**config.mk**
```make
export PLATFORM = sky130hd
export DESIGN_NAME = wdcfg_top
export DESIGN_NICKNAME = d
export VERILOG_FILES = /design/src/inc/wdcfg_pkg.sv /design/src/hdl/wdcfg_top.sv
export SDC_FILE = /design/constraint.sdc
export NUM_CORES = 1
export LEC_CHECK = 0
export BUFFER_PORTS_ARGS = -buffer_cell sky130_fd_sc_hd__buf_2
export CAP_MARGIN = 5
export CORE_ASPECT_RATIO = 0.9
export CORE_MARGIN = 2
export CORE_UTILIZATION = 36
export CTS_CLUSTER_SIZE = 30
export DETAILED_ROUTE_END_ITERATION = 16
export PLACE_DENSITY_LB_ADDON = 0.08
export SYNTH_ARGS = -nofsm -noshare
export SYNTH_HDL_FRONTEND = slang
export SYNTH_SLANG_ARGS = --single-unit
```
**constraint.sdc**
```tcl
create_clock -name core_clk_in -period 7.1 [get_ports core_clk_in]
set_input_delay 0.71 -clock core_clk_in [delete_from_list [all_inputs] [get_ports core_clk_in]]
set_output_delay 0.71 -clock core_clk_in [all_outputs]
set_load 0.05 [all_outputs]
```
**src/inc/wdcfg_pkg.sv**
```systemverilog
// wdcfg_pkg: constants and carriers for the config word / watchdog block
// assumes one 50 MHz clock and a nonvolatile word valid at reset release
package wdcfg_pkg;
  localparam int unsigned CLK_PERIOD_NS = 20;
  localparam int unsigned BASE_TICK_US = 1000;
  localparam int unsigned BASE_TICK_CYC = BASE_TICK_US * 1000 / CLK_PERIOD_NS;
  localparam int unsigned BASE_CNT_W = 16;
  localparam int unsigned POST_CNT_W = 21;
  // register byte addresses
  localparam logic [3:0] REG_CONFIG = 4'h0;
  localparam logic [3:0] REG_CTRL = 4'h4;
  localparam logic [3:0] REG_SERVICE = 4'h8;
  localparam logic [3:0] REG_STATUS = 4'hC;
  // configuration word fields
  localparam int unsigned FORCE_ON_BIT = 23;
  localparam int unsigned PS_LSB = 16;
  localparam int unsigned PS_MSB = 20;
  localparam int unsigned CSM_LSB = 14;
  localparam int unsigned CSM_MSB = 15;
  localparam logic [4:0] PS_MAX = 5'h14;
  localparam logic [31:0] RSVD_MASK = 32'hFF60_0000;
  // control / status fields
  localparam int unsigned CTRL_SW_EN_BIT = 0;
  localparam int unsigned SERVICE_BIT = 0;
  localparam int unsigned ST_RUN_BIT = 0;
  localparam int unsigned ST_FORCE_BIT = 1;
  localparam int unsigned ST_SWITCH_BIT = 2;
  localparam int unsigned ST_MON_BIT = 3;
  localparam int unsigned ST_TIMEOUT_BIT = 4;
  localparam int unsigned ST_RSVD_OK_BIT = 5;
  localparam int unsigned ST_PS_LSB = 8;
  localparam logic [31:0] RESET_WORD = 32'h0000_0000;

  typedef struct packed {
    logic [3:0] addr;
    logic [31:0] wdata;
    logic wr;
    logic rd;
  } wdcfg_bus_req_t;

  typedef struct packed {
    logic force_on;
    logic [4:0] post_sel;
    logic switch_en;
    logic monitor_en;
  } wdcfg_set_t;
endpackage

```
**src/hdl/wdcfg_top.sv**
```systemverilog
// wdcfg_top: latches the device configuration word, decodes the watchdog
// and clock switching policy, runs the watchdog timer, register port.
// assumes config_word_in is stable from reset release onward.
//
// Local design decisions: strobed register access and the address map.
`timescale 1ns/1ps
module wdcfg_top #(
  parameter int unsigned BASE_TICK_CYC = wdcfg_pkg::BASE_TICK_CYC
) (
  input wire logic core_clk_in,
  input wire logic resetn_in,
  input wire logic [31:0] config_word_in,
  input wire wdcfg_pkg::wdcfg_bus_req_t bus_in,
  output logic [31:0] rd_data_out,
  output logic cfg_valid_out,
  output logic wdt_running_out,
  output logic wdt_reset_out,
  output logic clk_switch_en_out,
  output logic fail_safe_mon_en_out
);
  import wdcfg_pkg::*;

  typedef enum logic [1:0] {
    WDCFG_LOAD = 2'b00,
    WDCFG_HOLD = 2'b01
  } wdcfg_state_t;

  wdcfg_state_t state;
  logic [31:0] cfg_word;
  wdcfg_set_t set;
  wdcfg_set_t next_set;
  logic sw_en;
  logic running;
  logic timeout_flag;
  logic [BASE_CNT_W-1:0] base_cnt;
  logic [POST_CNT_W-1:0] post_cnt;
  logic [POST_CNT_W-1:0] post_limit;
  logic tick;
  logic expire;
  logic service;
  logic [31:0] next_rd;

  // decode of the raw word, used only at the load step
  always_comb begin
    next_set.force_on = config_word_in[FORCE_ON_BIT];
    // out-of-range codes fall back to the longest period
    if (config_word_in[PS_MSB:PS_LSB] > PS_MAX) begin
      next_set.post_sel = PS_MAX;
    end else begin
      next_set.post_sel = config_word_in[PS_MSB:PS_LSB];
    end
    case (config_word_in[CSM_MSB:CSM_LSB])
      2'b00: begin
        next_set.switch_en = 1'b1;
        next_set.monitor_en = 1'b1;
      end
      2'b01: begin
        next_set.switch_en = 1'b1;
        next_set.monitor_en = 1'b0;
      end
      default: begin
        next_set.switch_en = 1'b0;
        next_set.monitor_en = 1'b0;
      end
    endcase
  end

  // capture one clock after release; async reset may only load constants
  always_ff @(posedge core_clk_in or negedge resetn_in) begin
    if (!resetn_in) begin
      state <= WDCFG_LOAD;
      cfg_word <= RESET_WORD;
      set <= '0;
    end else begin
      case (state)
        WDCFG_LOAD: begin
          cfg_word <= config_word_in;
          set <= next_set;
          state <= WDCFG_HOLD;
        end
        WDCFG_HOLD: begin
          state <= WDCFG_HOLD;
        end
        default: begin
          state <= WDCFG_LOAD;
        end
      endcase
    end
  end

  assign service = bus_in.wr && bus_in.addr == REG_SERVICE && bus_in.wdata[SERVICE_BIT];

  // software enable; a clear is ignored while the force-on bit holds it
  always_ff @(posedge core_clk_in or negedge resetn_in) begin
    if (!resetn_in) begin
      sw_en <= 1'b0;
    end else if (bus_in.wr && bus_in.addr == REG_CTRL) begin
      sw_en <= bus_in.wdata[CTRL_SW_EN_BIT] | set.force_on;
    end
  end

  assign running = state == WDCFG_HOLD && (set.force_on || sw_en);

  assign tick = base_cnt == BASE_CNT_W'(BASE_TICK_CYC - 1);
  assign post_limit = POST_CNT_W'((22'h1 << set.post_sel) - 22'h1);
  assign expire = running && tick && post_cnt == post_limit;

  // base tick prescaler; service restarts the whole period
  always_ff @(posedge core_clk_in or negedge resetn_in) begin
    if (!resetn_in) begin
      base_cnt <= '0;
    end else if (!running || service || tick) begin
      base_cnt <= '0;
    end else begin
      base_cnt <= base_cnt + BASE_CNT_W'(1);
    end
  end

  always_ff @(posedge core_clk_in or negedge resetn_in) begin
    if (!resetn_in) begin
      post_cnt <= '0;
    end else if (!running || service || expire) begin
      post_cnt <= '0;
    end else if (tick) begin
      post_cnt <= post_cnt + POST_CNT_W'(1);
    end
  end

  // sticky timeout; a new expiry wins over a clear in the same cycle
  always_ff @(posedge core_clk_in or negedge resetn_in) begin
    if (!resetn_in) begin
      timeout_flag <= 1'b0;
    end else if (expire) begin
      timeout_flag <= 1'b1;
    end else if (bus_in.wr && bus_in.addr == REG_STATUS && bus_in.wdata[ST_TIMEOUT_BIT]) begin
      timeout_flag <= 1'b0;
    end
  end

  always_ff @(posedge core_clk_in or negedge resetn_in) begin
    if (!resetn_in) begin
      wdt_reset_out <= 1'b0;
      wdt_running_out <= 1'b0;
      cfg_valid_out <= 1'b0;
      clk_switch_en_out <= 1'b0;
      fail_safe_mon_en_out <= 1'b0;
    end else begin
      wdt_reset_out <= expire;
      wdt_running_out <= running;
      cfg_valid_out <= state == WDCFG_HOLD;
      clk_switch_en_out <= state == WDCFG_HOLD && set.switch_en;
      fail_safe_mon_en_out <= state == WDCFG_HOLD && set.monitor_en;
    end
  end

  // read mux; config word is read-only, writes to it are dropped
  always_comb begin
    next_rd = '0;
    case (bus_in.addr)
      REG_CONFIG: next_rd = cfg_word;
      REG_CTRL: next_rd[CTRL_SW_EN_BIT] = sw_en | set.force_on;
      REG_STATUS: begin
        next_rd[ST_RUN_BIT] = running;
        next_rd[ST_FORCE_BIT] = set.force_on;
        next_rd[ST_SWITCH_BIT] = set.switch_en;
        next_rd[ST_MON_BIT] = set.monitor_en;
        next_rd[ST_TIMEOUT_BIT] = timeout_flag;
        // flags a word whose reserved bits were all programmed to one
        next_rd[ST_RSVD_OK_BIT] = (cfg_word & RSVD_MASK) == RSVD_MASK;
        next_rd[ST_PS_LSB +: 5] = set.post_sel;
      end
      default: next_rd = '0;
    endcase
  end

  always_ff @(posedge core_clk_in or negedge resetn_in) begin
    if (!resetn_in) begin
      rd_data_out <= '0;
    end else if (bus_in.rd) begin
      rd_data_out <= next_rd;
    end else begin
      rd_data_out <= '0;
    end
  end
endmodule // wdcfg_top

```
# --- After elaboration in Yosys (flattened, before gate mapping) ---
# Cells that the tools add are included.
op_classes:
  add_sub_neg: 3
  magnitude_cmp: 1
  eq_ne: 8
  shifts: 1
  mux: 14
  bitwise: 2
  n_reduce_logical: 21
ops:
  columns: ["operator", "count"]
  rows:
  - ["21-bit 2-to-1 mux", 2]
  - ["32-bit 2-to-1 mux", 1]
  - ["21-bit by 1-bit adder with 21-bit output, second input constant", 1]
  - ["21-bit equality test", 1]
  - ["1-bit by 5-bit left shift with 21-bit output, first input constant", 1]
  - ["21-bit by 1-bit subtractor with 21-bit output, second input constant", 1]
  - ["5-bit one-hot mux with 2 select lines", 2]
  - ["19-bit 2-to-1 mux", 1]
  - ["16-bit by 1-bit adder with 16-bit output, second input constant", 1]
  - ["16-bit equality test, second input constant", 1]
  - ["16-bit 2-to-1 mux", 1]
  - ["10-bit equality test, second input constant", 1]
  - ["1-bit logical AND", 10]
  - ["4-bit equality test, second input constant", 2]
  - ["5-bit greater-than comparator, second input constant", 1]
  - ["5-bit 2-to-1 mux", 1]
  - ["2-bit by 1-bit equality test with 1-bit output, second input constant", 2]
  - ["4-bit by 3-bit equality test with 1-bit output, second input constant", 1]
  - ["2-bit zero test", 2]
  - ["4-bit zero test", 1]
  - ["1-bit logical OR", 4]
  - ["2-bit one-hot mux with 2 select lines", 1]
  - ["2-bit nonzero test", 2]
  - ["1-bit 2-to-1 mux", 3]
  - ["5 further kinds", 6]
word_totals:
  reg_bits: 118
  inputBits: 72
  word_cells: 66

# --- Longest topological paths before layout ---
# Gate-level depths: netlist of run 1.
logic_depth:
  ltp_word: 6
  mapped_depth: 14
  ltp_nobuf: 10

# --- Worst setup path before layout of run 1 ---
# Ideal clock, no wire load.
synth_timing:
  kind: "flip-flop to flip-flop"
  start: "register set[5] (netlist bit)"
  end: "register post_cnt[1]"
  setup_ns: 0.122
  t_arrival_ns: 2.806
  t_required_ns: 6.978
  path_slack_ns: 4.172
  path_stages_with_launch: 14
  n_path_buf: 4
  path_cell_list: "dfrtp_1 clkbuf_1 buf_2 nor2_1 nand3_1 ha_1 clkbuf_1 clkbuf_1 a21oi_1 o21ai_0 xor2_1 a2111oi_0 nand4b_1 a32o_1"
synth_between:
  elab_chain_cells: 6
  elab_cells_between_ends: 7
  cone_classes: "add/sub: 1; eq/ne: 1; shift: 1; mux: 1; reduce/logical: 3"
synth_lines:
  columns: ["element", "line", "text"]
  rows:
  - ["from (decl)", "wdcfg_top.sv:30", "wdcfg_set_t set;"]
  - ["from (signal assigned)", "wdcfg_top.sv:78", "set <= next_set;"]
  - ["1-bit by 5-bit left shift with 21-bit output *", "wdcfg_top.sv:105", "assign post_limit = POST_CNT_W'((22'h1 << set.post_sel) - 22'h1);"]
  - ["21-bit by 1-bit subtractor with 21-bit output *", "wdcfg_top.sv:105", null]
  - ["21-bit equality test *", "wdcfg_top.sv:106", "assign expire = running && tick && post_cnt == post_limit;"]
  - ["1-bit logical AND *", "wdcfg_top.sv:106", null]
  - ["1-bit logical OR *", "wdcfg_top.sv:122", "end else if (!running || service || expire) begin"]
  - ["21-bit 2-to-1 mux or 2-bit nonzero test (tied branches)", null, null]
  - ["to (signal assigned)", "wdcfg_top.sv:125", "post_cnt <= post_cnt + POST_CNT_W'(1);"]
  - ["to (decl)", "wdcfg_top.sv:36", "logic [POST_CNT_W-1:0] post_cnt;"]
# Every way passes the cells marked *; elsewhere a longest branch is shown, timed or not.
# A chain may end at the register's enable or synchronous reset.

# --- Worst setup path after layout of run 1 ---
layout_timing:
  start: "register set[4] (netlist bit)"
  end: "register post_cnt[3]"
# Same word-level chain as after synthesis.

==> results of run 1 <==
[worst max-delay path, delay by kind of cell (launching register included)]
family          cells  cell delay (ns)
compound gates      2             0.34
flops               1             0.68
fa+ha+maj           1             0.43
xor+xnor            1             0.12
simple gates        6             2.32
[sequential cells by signal, summed over array words and instances (netlist names)]
signal,count
base_cnt,16
cfg_valid_out,1
cfg_word,32
clk_switch_en_out,1
fail_safe_mon_en_out,1
post_cnt,21
rd_data_out,32
set,7
state,1
sw_en,1
timeout_flag,1
wdt_reset_out,1
wdt_running_out,1
[power by group through the flow]
| stage | clock, mW | sequential (mW) | combinational, mW |
|---|---|---|---|
| after floorplan | 0 | 0.731 | 0.107 |
| after global placement | 0 | 0.739 | 0.153 |
| after detailed placement | 0 | 0.740 | 0.156 |
| after CTS | 0.835 | 0.728 | 0.157 |
| after global routing | 0.873 | 0.735 | 0.174 |
| final | 0.810 | 0.728 | 0.154 |
[routing by layer]
layer  vias up  track usage [%]  routed length [µm]
li1       1950                -                   -
met1      1937            22.30                5780
met2        85            24.87                5603
met3        18            5.868                 739
met4         0            6.250                 208
met5         -                0                   0
[layout make-up]
cell class | instances | area (µm²) | area share [%]
sequential | 116 | 2904 | 43.83
multi-input combinational | 358 | 2471 | 37.29
clock buffer | 17 | 425.4 | 6.420
timing repair buffer | 81 | 415.4 | 6.269
tap | 198 | 247.7 | 3.739
clock inverter | 15 | 133.9 | 2.020
inverter | 7 | 26.28 | 0.3965
antenna | 1 | 2.502 | 0.03776
[cells by family after synthesis]
family / after synthesis
AOI/OAI and AO/OA: 69
xor gates and xnor gates: 45
adders and majority gates: 3
buffers and inverters: 39
DFF: 116
muxes: 34
other: 1
and+or+nand+nor: 206
[placed cells by master, fill, tap and decap left out, drive strengths merged, types with 5 or more instances in the layout]
cell type  count
xnor2         19
mux2          30
nor4          10
nor3          30
o21ai         17
a21oi         10
a22o          11
nor2          38
inv           17
nand3         16
nor2b          7
and3          11
nand2         35
xor2          26
dfrtp        116
o211ai         5
nand4          6
buf           81
nand2b         5
and2          25
clkbuf        17
[stage by stage]
stage | cells | utilization [%] | power, mW | setup WS (ns) | hold WS (ns)
2_1_floorplan | 513 | - | 0.8380 | 4.172 | 0.3726
4_1_cts | 792 | 44.54 | 1.720 | 3.011 | 0.2903
6_report | 793 | 44.56 | 1.692 | 3.022 | 0.2813
5_1_grt | 792 | 44.54 | 1.782 | 2.501 | 0.3137
3_3_place_gp | 760 | 40.78 | 0.8920 | 3.115 | 0.4438
3_5_place_dp | 760 | 40.78 | 0.8960 | 3.009 | 0.4571
[worst paths after layout]
path / cells after the start / slack, ns / startpoint / end
setup / recovery: 10 / 3.02 / set[4] / post_cnt[3]
setup reg to reg: 10 / 3.02 / set[4] / post_cnt[3]
max in group asynchronous: 2 / 5.44 / resetn_in / state[0]
hold reg to reg: 2 / 0.46 / cfg_word[19] / cfg_word[19]
min in group core_clk_in: 2 / 0.46 / cfg_word[19] / cfg_word[19]
hold / removal: 1 / 0.28 / resetn_in / rd_data_out[13]
==> results.sh, run 1 <==
export IMPL_status="finished clean"
export IMPL_hold_viol=0
export IMPL_fmax_mhz=245.2
export IMPL_coreArea_um2=14870
export IMPL_nNetsFinal=656
export IMPL_clockRootBuffer="clkbuf_16"
export IMPL_rows=42
export IMPL_clkTransAtPathRegs_ns=0.06
export IMPL_crit_fanout=25
export IMPL_rsz0062_at_grt="false"
export IMPL_fill_cells=1447
export IMPL_pin_count=109
export IMPL_p_per_area_nw_per_um2=255.3
export IMPL_synth_edf_count=0
export IMPL_p_leak_nw=3.050
export IMPL_p_comb_share_pct=9.1
export IMPL_avgRoutedWirePerCell_um=15.55
export IMPL_layout_drive_gt1_share_pct=27.27
export IMPL_clkPwrFrac_pct=47.9
export IMPL_worst_slew_pin_transition_ns=1.018
export IMPL_fp_dieW_um=134.6
export IMPL_grt_pass1_wl_um=21020
export IMPL_ys_ff_latch=116
export IMPL_synthMuxAreaShare_pct=6.837
export IMPL_place_area_um2=6065
export IMPL_hold_path_class="input port to async pin"
export IMPL_clock_latency_ns=0.42
export IMPL_crit_top_cell="nor3_1"
export IMPL_peakVddDrop_mv=0.1712
export IMPL_initial_core_util_pct=37.16
export IMPL_tns_ns=0
export IMPL_syn_area_um2=5527
export IMPL_critPathMaxStageDelay_ns=0.90
export IMPL_grt_max_degree=73
export IMPL_cp_start_kind="flip-flop"
export IMPL_setup_violations=0
export IMPL_syn_inst=513
export IMPL_synth_compound_area_share_pct=8.852
export IMPL_maxSlewViolCount=0
export IMPL_die_h_um=121.5
export IMPL_postLayoutCellArea_um2=6626
export IMPL_fin_crit_ns=4.078
export IMPL_clk_path_buf_depth=2
export IMPL_synthAdderAreaFrac_pct=0.6792
export IMPL_switchingPower_uw=476.5
export IMPL_drc=0
export IMPL_vias=3990
export IMPL_switching_share_pct=28.16
export IMPL_antenna_found_initial=0
export IMPL_cts_buffers=17
export IMPL_fin_crit_sh_pct=57.44
export IMPL_p_seq_share_pct=43.0
export IMPL_yosys_top_cells_area="dfrtp_1 (53%), mux2_2 (6.1%), xor2_1 (4.1%)"
export IMPL_dieArea_um2=16360
export IMPL_cpMaxStageDelayCell="and4b_1"
export IMPL_crit_arrival_ns=4.33
export IMPL_critPathRequiredTime_ns=7.36
export IMPL_io_buffer_count=78
export IMPL_area_growth_synth_to_final_pct=19.90
export IMPL_internal_power_mw=1.215
export IMPL_synthSimpleGateAreaFrac_pct=20.90
export IMPL_slew_headroom_pct=32.08
export IMPL_synthArstFlopShare_pct=100.0
export IMPL_routabilityCongestion=0.8618
export IMPL_ctsResizeCount=0
export IMPL_cts_max_level=4
export IMPL_synth_seq_area_share_pct=52.52
export IMPL_avgSynthCellArea_um2=10.77
export IMPL_worstPathCellList="nor3_1, nand2_1, ha_1, nor4b_1, a22oi_1, o21ai_0, xor2_1, nor4_1, and4b_1, nor3_1"
export IMPL_drt_total_wl_um=12330
export IMPL_crit_path_end_kind="flip-flop"
export IMPL_cts_hold_buf=0
export IMPL_clock_sinks=116
export IMPL_grt_util_all_layers_pct=16.63
export IMPL_place_hpwl_um=8211
export IMPL_viasPerCell=5.032
export IMPL_skew_ns=0.005923
export IMPL_yosysWarningCount=0
export IMPL_firstDrtPassIters=4
export IMPL_yosysUniqueCellTypes=60
export IMPL_drt_iter0_markers=221
export IMPL_synth_xor_area_share_pct=7.132
export IMPL_overflow=0
export IMPL_yosysMostFrequentCell="dfrtp_1"
export IMPL_synth_commonest_cells="dfrtp_1 (116), nor2_1 (38), nand2_1 (35)"
export IMPL_synth_nets=588
export IMPL_synth_top_area_cell="dfrtp_1"
export IMPL_critPathKind="flip-flop to flip-flop"
export IMPL_grt_pass1_vias=4082
export IMPL_cts_tree="yes"
export IMPL_synth_top_family_by_area="simple AND/OR/NAND/NOR gates"
export IMPL_ant_nets=0
export IMPL_max_cap_viol_count=0
export IMPL_post_cts_buffers=0
export IMPL_ys_flop_type="dfrtp_1"
export IMPL_yosys_area_top_type_share_pct=52.52
Note: power is estimated with default switching activity, not from simulation.
==> inputs of run 2 (changes only) <==
clock period = 3.3 ns   (was 7.1 ns; I/O delays follow)
==> results.sh, run 2 (synthesized netlist as in run 1, its figures left out) <==
export IMPL_status="finished clean"
export IMPL_p_comb_share_pct=10.8
export IMPL_switching_share_pct=26.38
export IMPL_fin_cells=805
export IMPL_clkTransAtPathRegs_ns=0.06
export IMPL_pin_count=109
export IMPL_switchingPower_uw=968.6
export IMPL_drc=0
export IMPL_fin_crit_sh_pct=94.03
export IMPL_skew_ns=0.01127
export IMPL_critPathKind="flip-flop to flip-flop"
export IMPL_layout_commonest_cell="dfrtp_1"
export IMPL_top_regs="cfg_word: 32 flops, rd_data_out: 32 flops, post_cnt: 21 flops"
export IMPL_setup_violations=0
export IMPL_crit_arrival_ns=3.38
export IMPL_grt_pass1_vias=4196
export IMPL_critPathRequiredTime_ns=3.58
export IMPL_rsz0062_at_grt="false"
export IMPL_fin_crit_ns=3.103
export IMPL_place_hpwl_um=8566
export IMPL_final_seq_area_um2=2904
export IMPL_rows=42
export IMPL_fp_dieW_um=134.6
export IMPL_drt_total_wl_um=12540
export IMPL_clockRootBuffer="clkbuf_16"
export IMPL_grt_pass1_wl_um=21360
export IMPL_tns_ns=0
export IMPL_overflow=0
export IMPL_multiInputGateArea_um2=2472
export IMPL_layout_drive_gt1_share_pct=28.67
export IMPL_avgRoutedWirePerCell_um=15.58
export IMPL_nNetsFinal=669
export IMPL_vias=4060
export IMPL_dieArea_um2=16360
export IMPL_fill_cells=1449
export IMPL_p_leak_nw=3.109
export IMPL_final_cell_mix="dfrtp_1 (115), buf_2 (77), nor2_1 (38)"
export IMPL_cp_start_kind="flip-flop"
export IMPL_cts_max_level=4
export IMPL_peakVddDrop_mv=0.4032
export IMPL_crit_path_end_kind="flip-flop"
export IMPL_fmax_mhz=322.3
export IMPL_firstDrtPassIters=4
export IMPL_antenna_found_initial=1
export IMPL_clock_sinks=116
export IMPL_hold_viol=0
export IMPL_cts_buffers=17
export IMPL_clkPwrFrac_pct=47.6
export IMPL_hold_path_class="input port to async pin"
export IMPL_io_buffer_count=78
export IMPL_area_growth_synth_to_final_pct=22.25
export IMPL_worst_slew_pin_transition_ns=0.9144
export IMPL_maxSlewViolCount=0
export IMPL_cts_tree="yes"
export IMPL_slew_headroom_pct=39.04
export IMPL_ant_nets=0
export IMPL_initial_core_util_pct=37.16
export IMPL_p_per_area_nw_per_um2=543.3
export IMPL_max_cap_viol_count=0
export IMPL_coreArea_um2=14870
export IMPL_clock_latency_ns=0.41
export IMPL_grt_max_degree=71
export IMPL_dp_cells=772
export IMPL_die_h_um=121.5
export IMPL_p_seq_share_pct=41.6
export IMPL_drt_iter0_markers=224
export IMPL_routabilityCongestion=0.8448
export IMPL_crit_fanout=17
export IMPL_clk_path_buf_depth=2
export IMPL_viasPerCell=5.043
export IMPL_internal_power_mw=2.702
export IMPL_antenna_cells=0
export IMPL_grt_util_all_layers_pct=16.85
## run 2: cell types whose count changed in the layout (fill, tap and decap cells not counted), moves of 2 or more
| cell | delta |
|---|---|
| buf_12 | +2 |
| buf_4 | +11 |
| clkinv_4 | +2 |
| clkinvlp_4 | +3 |
| inv_8 | -5 |
| inv_6 | -2 |
## run 2: worst max-delay path, stage by stage, from the launching register on
cell and delay [ns]:
dfrtp_1 0.45, nor3_1 0.35, nand2_1 0.11, ha_1 0.31, xor2_1 0.15, o211ai_1 0.13
nand2b_1 0.17, a2111o_1 0.36, nor4_1 0.26, and4b_1 0.39, buf_12 0.21, nor3_1 0.07
## run 2: layout make-up
class / instances / area share, %
Tap cell: 198 / 3.667
Sequential cell: 116 / 42.98
Inverter: 7 / 0.3889
Clock buffer: 19 / 6.556
Timing Repair Buffer: 94 / 7.963
Clock inverter: 13 / 1.852
Multi-Input combinational cell: 358 / 36.59
## run 2: through the flow
stage               area (µm²)  utilization (%)  power (mW)  worst slack (ns)  hold WS, ns
floorplan                 5527                -       1.803            0.3721      0.03441
global placement          6180            41.55       1.942            0.3313       0.4452
detailed placement        6180            41.55       1.950            0.2058       0.4503
CTS                       6748            45.37       3.730            0.1845      0.09489
global route              6756            45.43       3.854           0.04417       0.1189
finish                    6756            45.43       3.671            0.1969      0.03148
## run 2: worst paths after layout
kind | slack, ns | to | from | cells past startpoint
min in group core_clk_in | 0.13 | set[1] | config_word_in[15] | 2
min | 0.03 | cfg_word[17] | resetn_in | 1
max reg2reg | 0.20 | post_cnt[8] | set[4] | 11
min reg2reg | 0.46 | cfg_word[19] | cfg_word[19] | 2
max | 0.20 | post_cnt[8] | set[4] | 11
max in group asynchronous | 2.51 | rd_data_out[6] | resetn_in | 2
## run 2: timing repair
action	CTS	global route
hold endpoints to repair	0	0
setup endpoints to repair	0	1
hold buffers	0	0
setup buffers	0	1
gates resized for setup	0	1
## run 2: power groups by stage
| stage | Combinational, mW | Clock [mW] | Sequential (mW) |
|---|---|---|---|
| floorplan | 0.229 | 0 | 1.57 |
| global route | 0.444 | 1.87 | 1.54 |
| detailed placement | 0.399 | 0 | 1.55 |
| CTS | 0.400 | 1.80 | 1.53 |
| finish | 0.396 | 1.75 | 1.53 |
| global placement | 0.391 | 0 | 1.55 |
## run 2: routing by layer
layer  wire, µm  vias to the layer above  track usage [%]
li1           -                     1966                -
met1       5986                     2002            23.14
met2       5666                       78            25.29
met3        769                       12            5.618
met4        107                        2            5.329
met5         14                        -                0
==> inputs of run 3 (changes only) <==
RECOVER_POWER = 25   (was not set)
==> results.sh, run 3 (synthesized netlist as in run 1, its figures left out) <==
export IMPL_nNetsFinal=669
export IMPL_vias=4060
export IMPL_top_regs="cfg_word: 32 flops, rd_data_out: 32 flops, post_cnt: 21 flops"
export IMPL_antenna_cells=0
export IMPL_firstDrtPassIters=4
export IMPL_p_leak_nw=3.108
export IMPL_crit_arrival_ns=3.38
export IMPL_fmax_mhz=322.3
export IMPL_pin_count=109
export IMPL_cts_max_level=4
export IMPL_grt_util_all_layers_pct=16.85
export IMPL_clock_sinks=116
export IMPL_fill_cells=1449
export IMPL_crit_top_cell="nor3_1"
export IMPL_violations="capacitance limit, slew limit"
export IMPL_rows=42
export IMPL_rsz0062_at_grt="false"
export IMPL_worst_slack_ns=0.1969
export IMPL_grt_pass1_wl_um=21360
export IMPL_drc=0
export IMPL_fp_dieW_um=134.6
export IMPL_coreArea_um2=14870
export IMPL_worstPathCellList="nor3_1, nand2_1, ha_1, xor2_1, o211ai_1, nand2b_1, a2111o_1, nor4_1, and4b_1, buf_12, nor3_1"
export IMPL_grt_max_degree=71
export IMPL_avgRoutedWirePerCell_um=15.58
export IMPL_peakVddDrop_mv=0.4032
export IMPL_setup_violations=0
export IMPL_clkTransAtPathRegs_ns=0.06
export IMPL_cts_buffers=17
export IMPL_holdPathStages=2
export IMPL_utilization_pct=45.41
export IMPL_io_buffer_count=78
export IMPL_critPathMaxStageDelay_ns=0.45
export IMPL_max_cap_viol_count=1
export IMPL_cts_tree="yes"
export IMPL_status="finished, violations left"
export IMPL_clockRootBuffer="clkbuf_16"
export IMPL_slew_headroom_pct=-19.43
export IMPL_viasPerCell=5.043
export IMPL_overflow=0
export IMPL_fin_crit_sh_pct=94.03
export IMPL_clock_latency_ns=0.41
export IMPL_worst_slew_pin_transition_ns=1.791
export IMPL_cts_hold_buf=0
export IMPL_layout_drive_gt1_share_pct=28.67
export IMPL_hold_viol=0
export IMPL_fin_crit_ns=3.103
export IMPL_maxSlewViolCount=70
export IMPL_hold_path_class="input port to flip-flop"
export IMPL_final_cell_mix="dfrtp_1 (115), buf_2 (77), nor2_1 (38)"
export IMPL_crit_path_end_kind="flip-flop"
export IMPL_p_per_area_nw_per_um2=543.5
export IMPL_antenna_found_initial=1
export IMPL_skew_ns=0.01127
export IMPL_drt_total_wl_um=12540
export IMPL_drt_iter0_markers=224
export IMPL_clk_path_buf_depth=2
export IMPL_layout_commonest_cell="dfrtp_1"
export IMPL_routabilityCongestion=0.8448
export IMPL_dieArea_um2=16360
export IMPL_cpMaxStageDelayCell="dfrtp_1"
export IMPL_area_growth_synth_to_final_pct=22.21
export IMPL_tns_ns=0
export IMPL_grt_pass1_vias=4196
export IMPL_critPathKind="flip-flop to flip-flop"
export IMPL_ant_nets=0
export IMPL_initial_core_util_pct=37.16
export IMPL_place_hpwl_um=8566
export IMPL_place_ws_ns=0.2058
export IMPL_r2r_cells=11
export IMPL_crit_fanout=17
export IMPL_cp_start_kind="flip-flop"
export IMPL_critPathRequiredTime_ns=3.58
export IMPL_die_h_um=121.5
run 3: cell count changes in the layout (fill, tap and decap cells not counted):
cell | previous run | this run
buf_4 | 15 | 14
clkbuf_2 | 0 | 1
run 3: metrics by stage:
step | hold slack (ns) | instances | instance area, µm² | total power [mW]
after detailed placement | 0.4503 | 772 | 6180 | 1.950
after global routing | 0.1189 | 805 | 6754 | 3.854
after floorplan | 0.03441 | 513 | 5527 | 1.803
final | 0.1297 | 805 | 6754 | 3.671
after global placement | 0.4452 | 772 | 6180 | 1.942
after CTS | 0.09489 | 804 | 6748 | 3.730
run 3: what timing repair did:
item,in CTS,in global routing
resized for setup,0,1
endpoints found under the setup margin,0,1
buffers inserted,0,1
run 3: cell type report:
cell class                      instances  area, µm²  share of cell area (%)
Sequential cell                       116       2904                   43.00
Inverter                                7      26.28                  0.3890
Clock inverter                         13      125.1                   1.853
Tap cell                              198      247.7                   3.668
Timing Repair Buffer                   94      535.5                   7.929
Clock buffer                           19      442.9                   6.558
Multi-Input combinational cell        358       2472                   36.61
run 3: critical path, delay by kind of cell, from the launching register on:
family | cells | cell delay [ns]
AND/OR/NAND/NOR | 6 | 1.35
AO/OA/AOI/OAI | 2 | 0.49
flip-flops | 1 | 0.45
adder cells (fa/ha/maj) | 1 | 0.31
buffers and inverters | 1 | 0.21
XOR/XNOR | 1 | 0.15
run 3: final timing paths:
path | from | end | slack [ns]
min in group asynchronous | resetn_in | cfg_word[17] | 0.38
setup reg to reg | set[4] | post_cnt[8] | 0.20
max in group asynchronous | resetn_in | state[0] | 1.73
hold reg to reg | cfg_word[19] | cfg_word[19] | 0.46
setup / recovery | set[4] | post_cnt[8] | 0.20
hold / removal | config_word_in[15] | set[1] | 0.13
run 3: power breakdown:
part,leakage [nW],switching [mW],total [mW],internal (mW)
sequential,1.52,0.0382,1.53,1.49
clock,0.263,0.686,1.75,1.06
combinational,1.33,0.244,0.396,0.151
run 3: metal layers:
layer / vias up / share of wire [%] / global-route usage [%]
li1: 1966 / - / -
met1: 2002 / 48 / 23.14
met2: 78 / 45 / 25.29
met3: 12 / 6.1 / 5.618
met5: - / 0.11 / 0
met4: 2 / 0.85 / 5.329
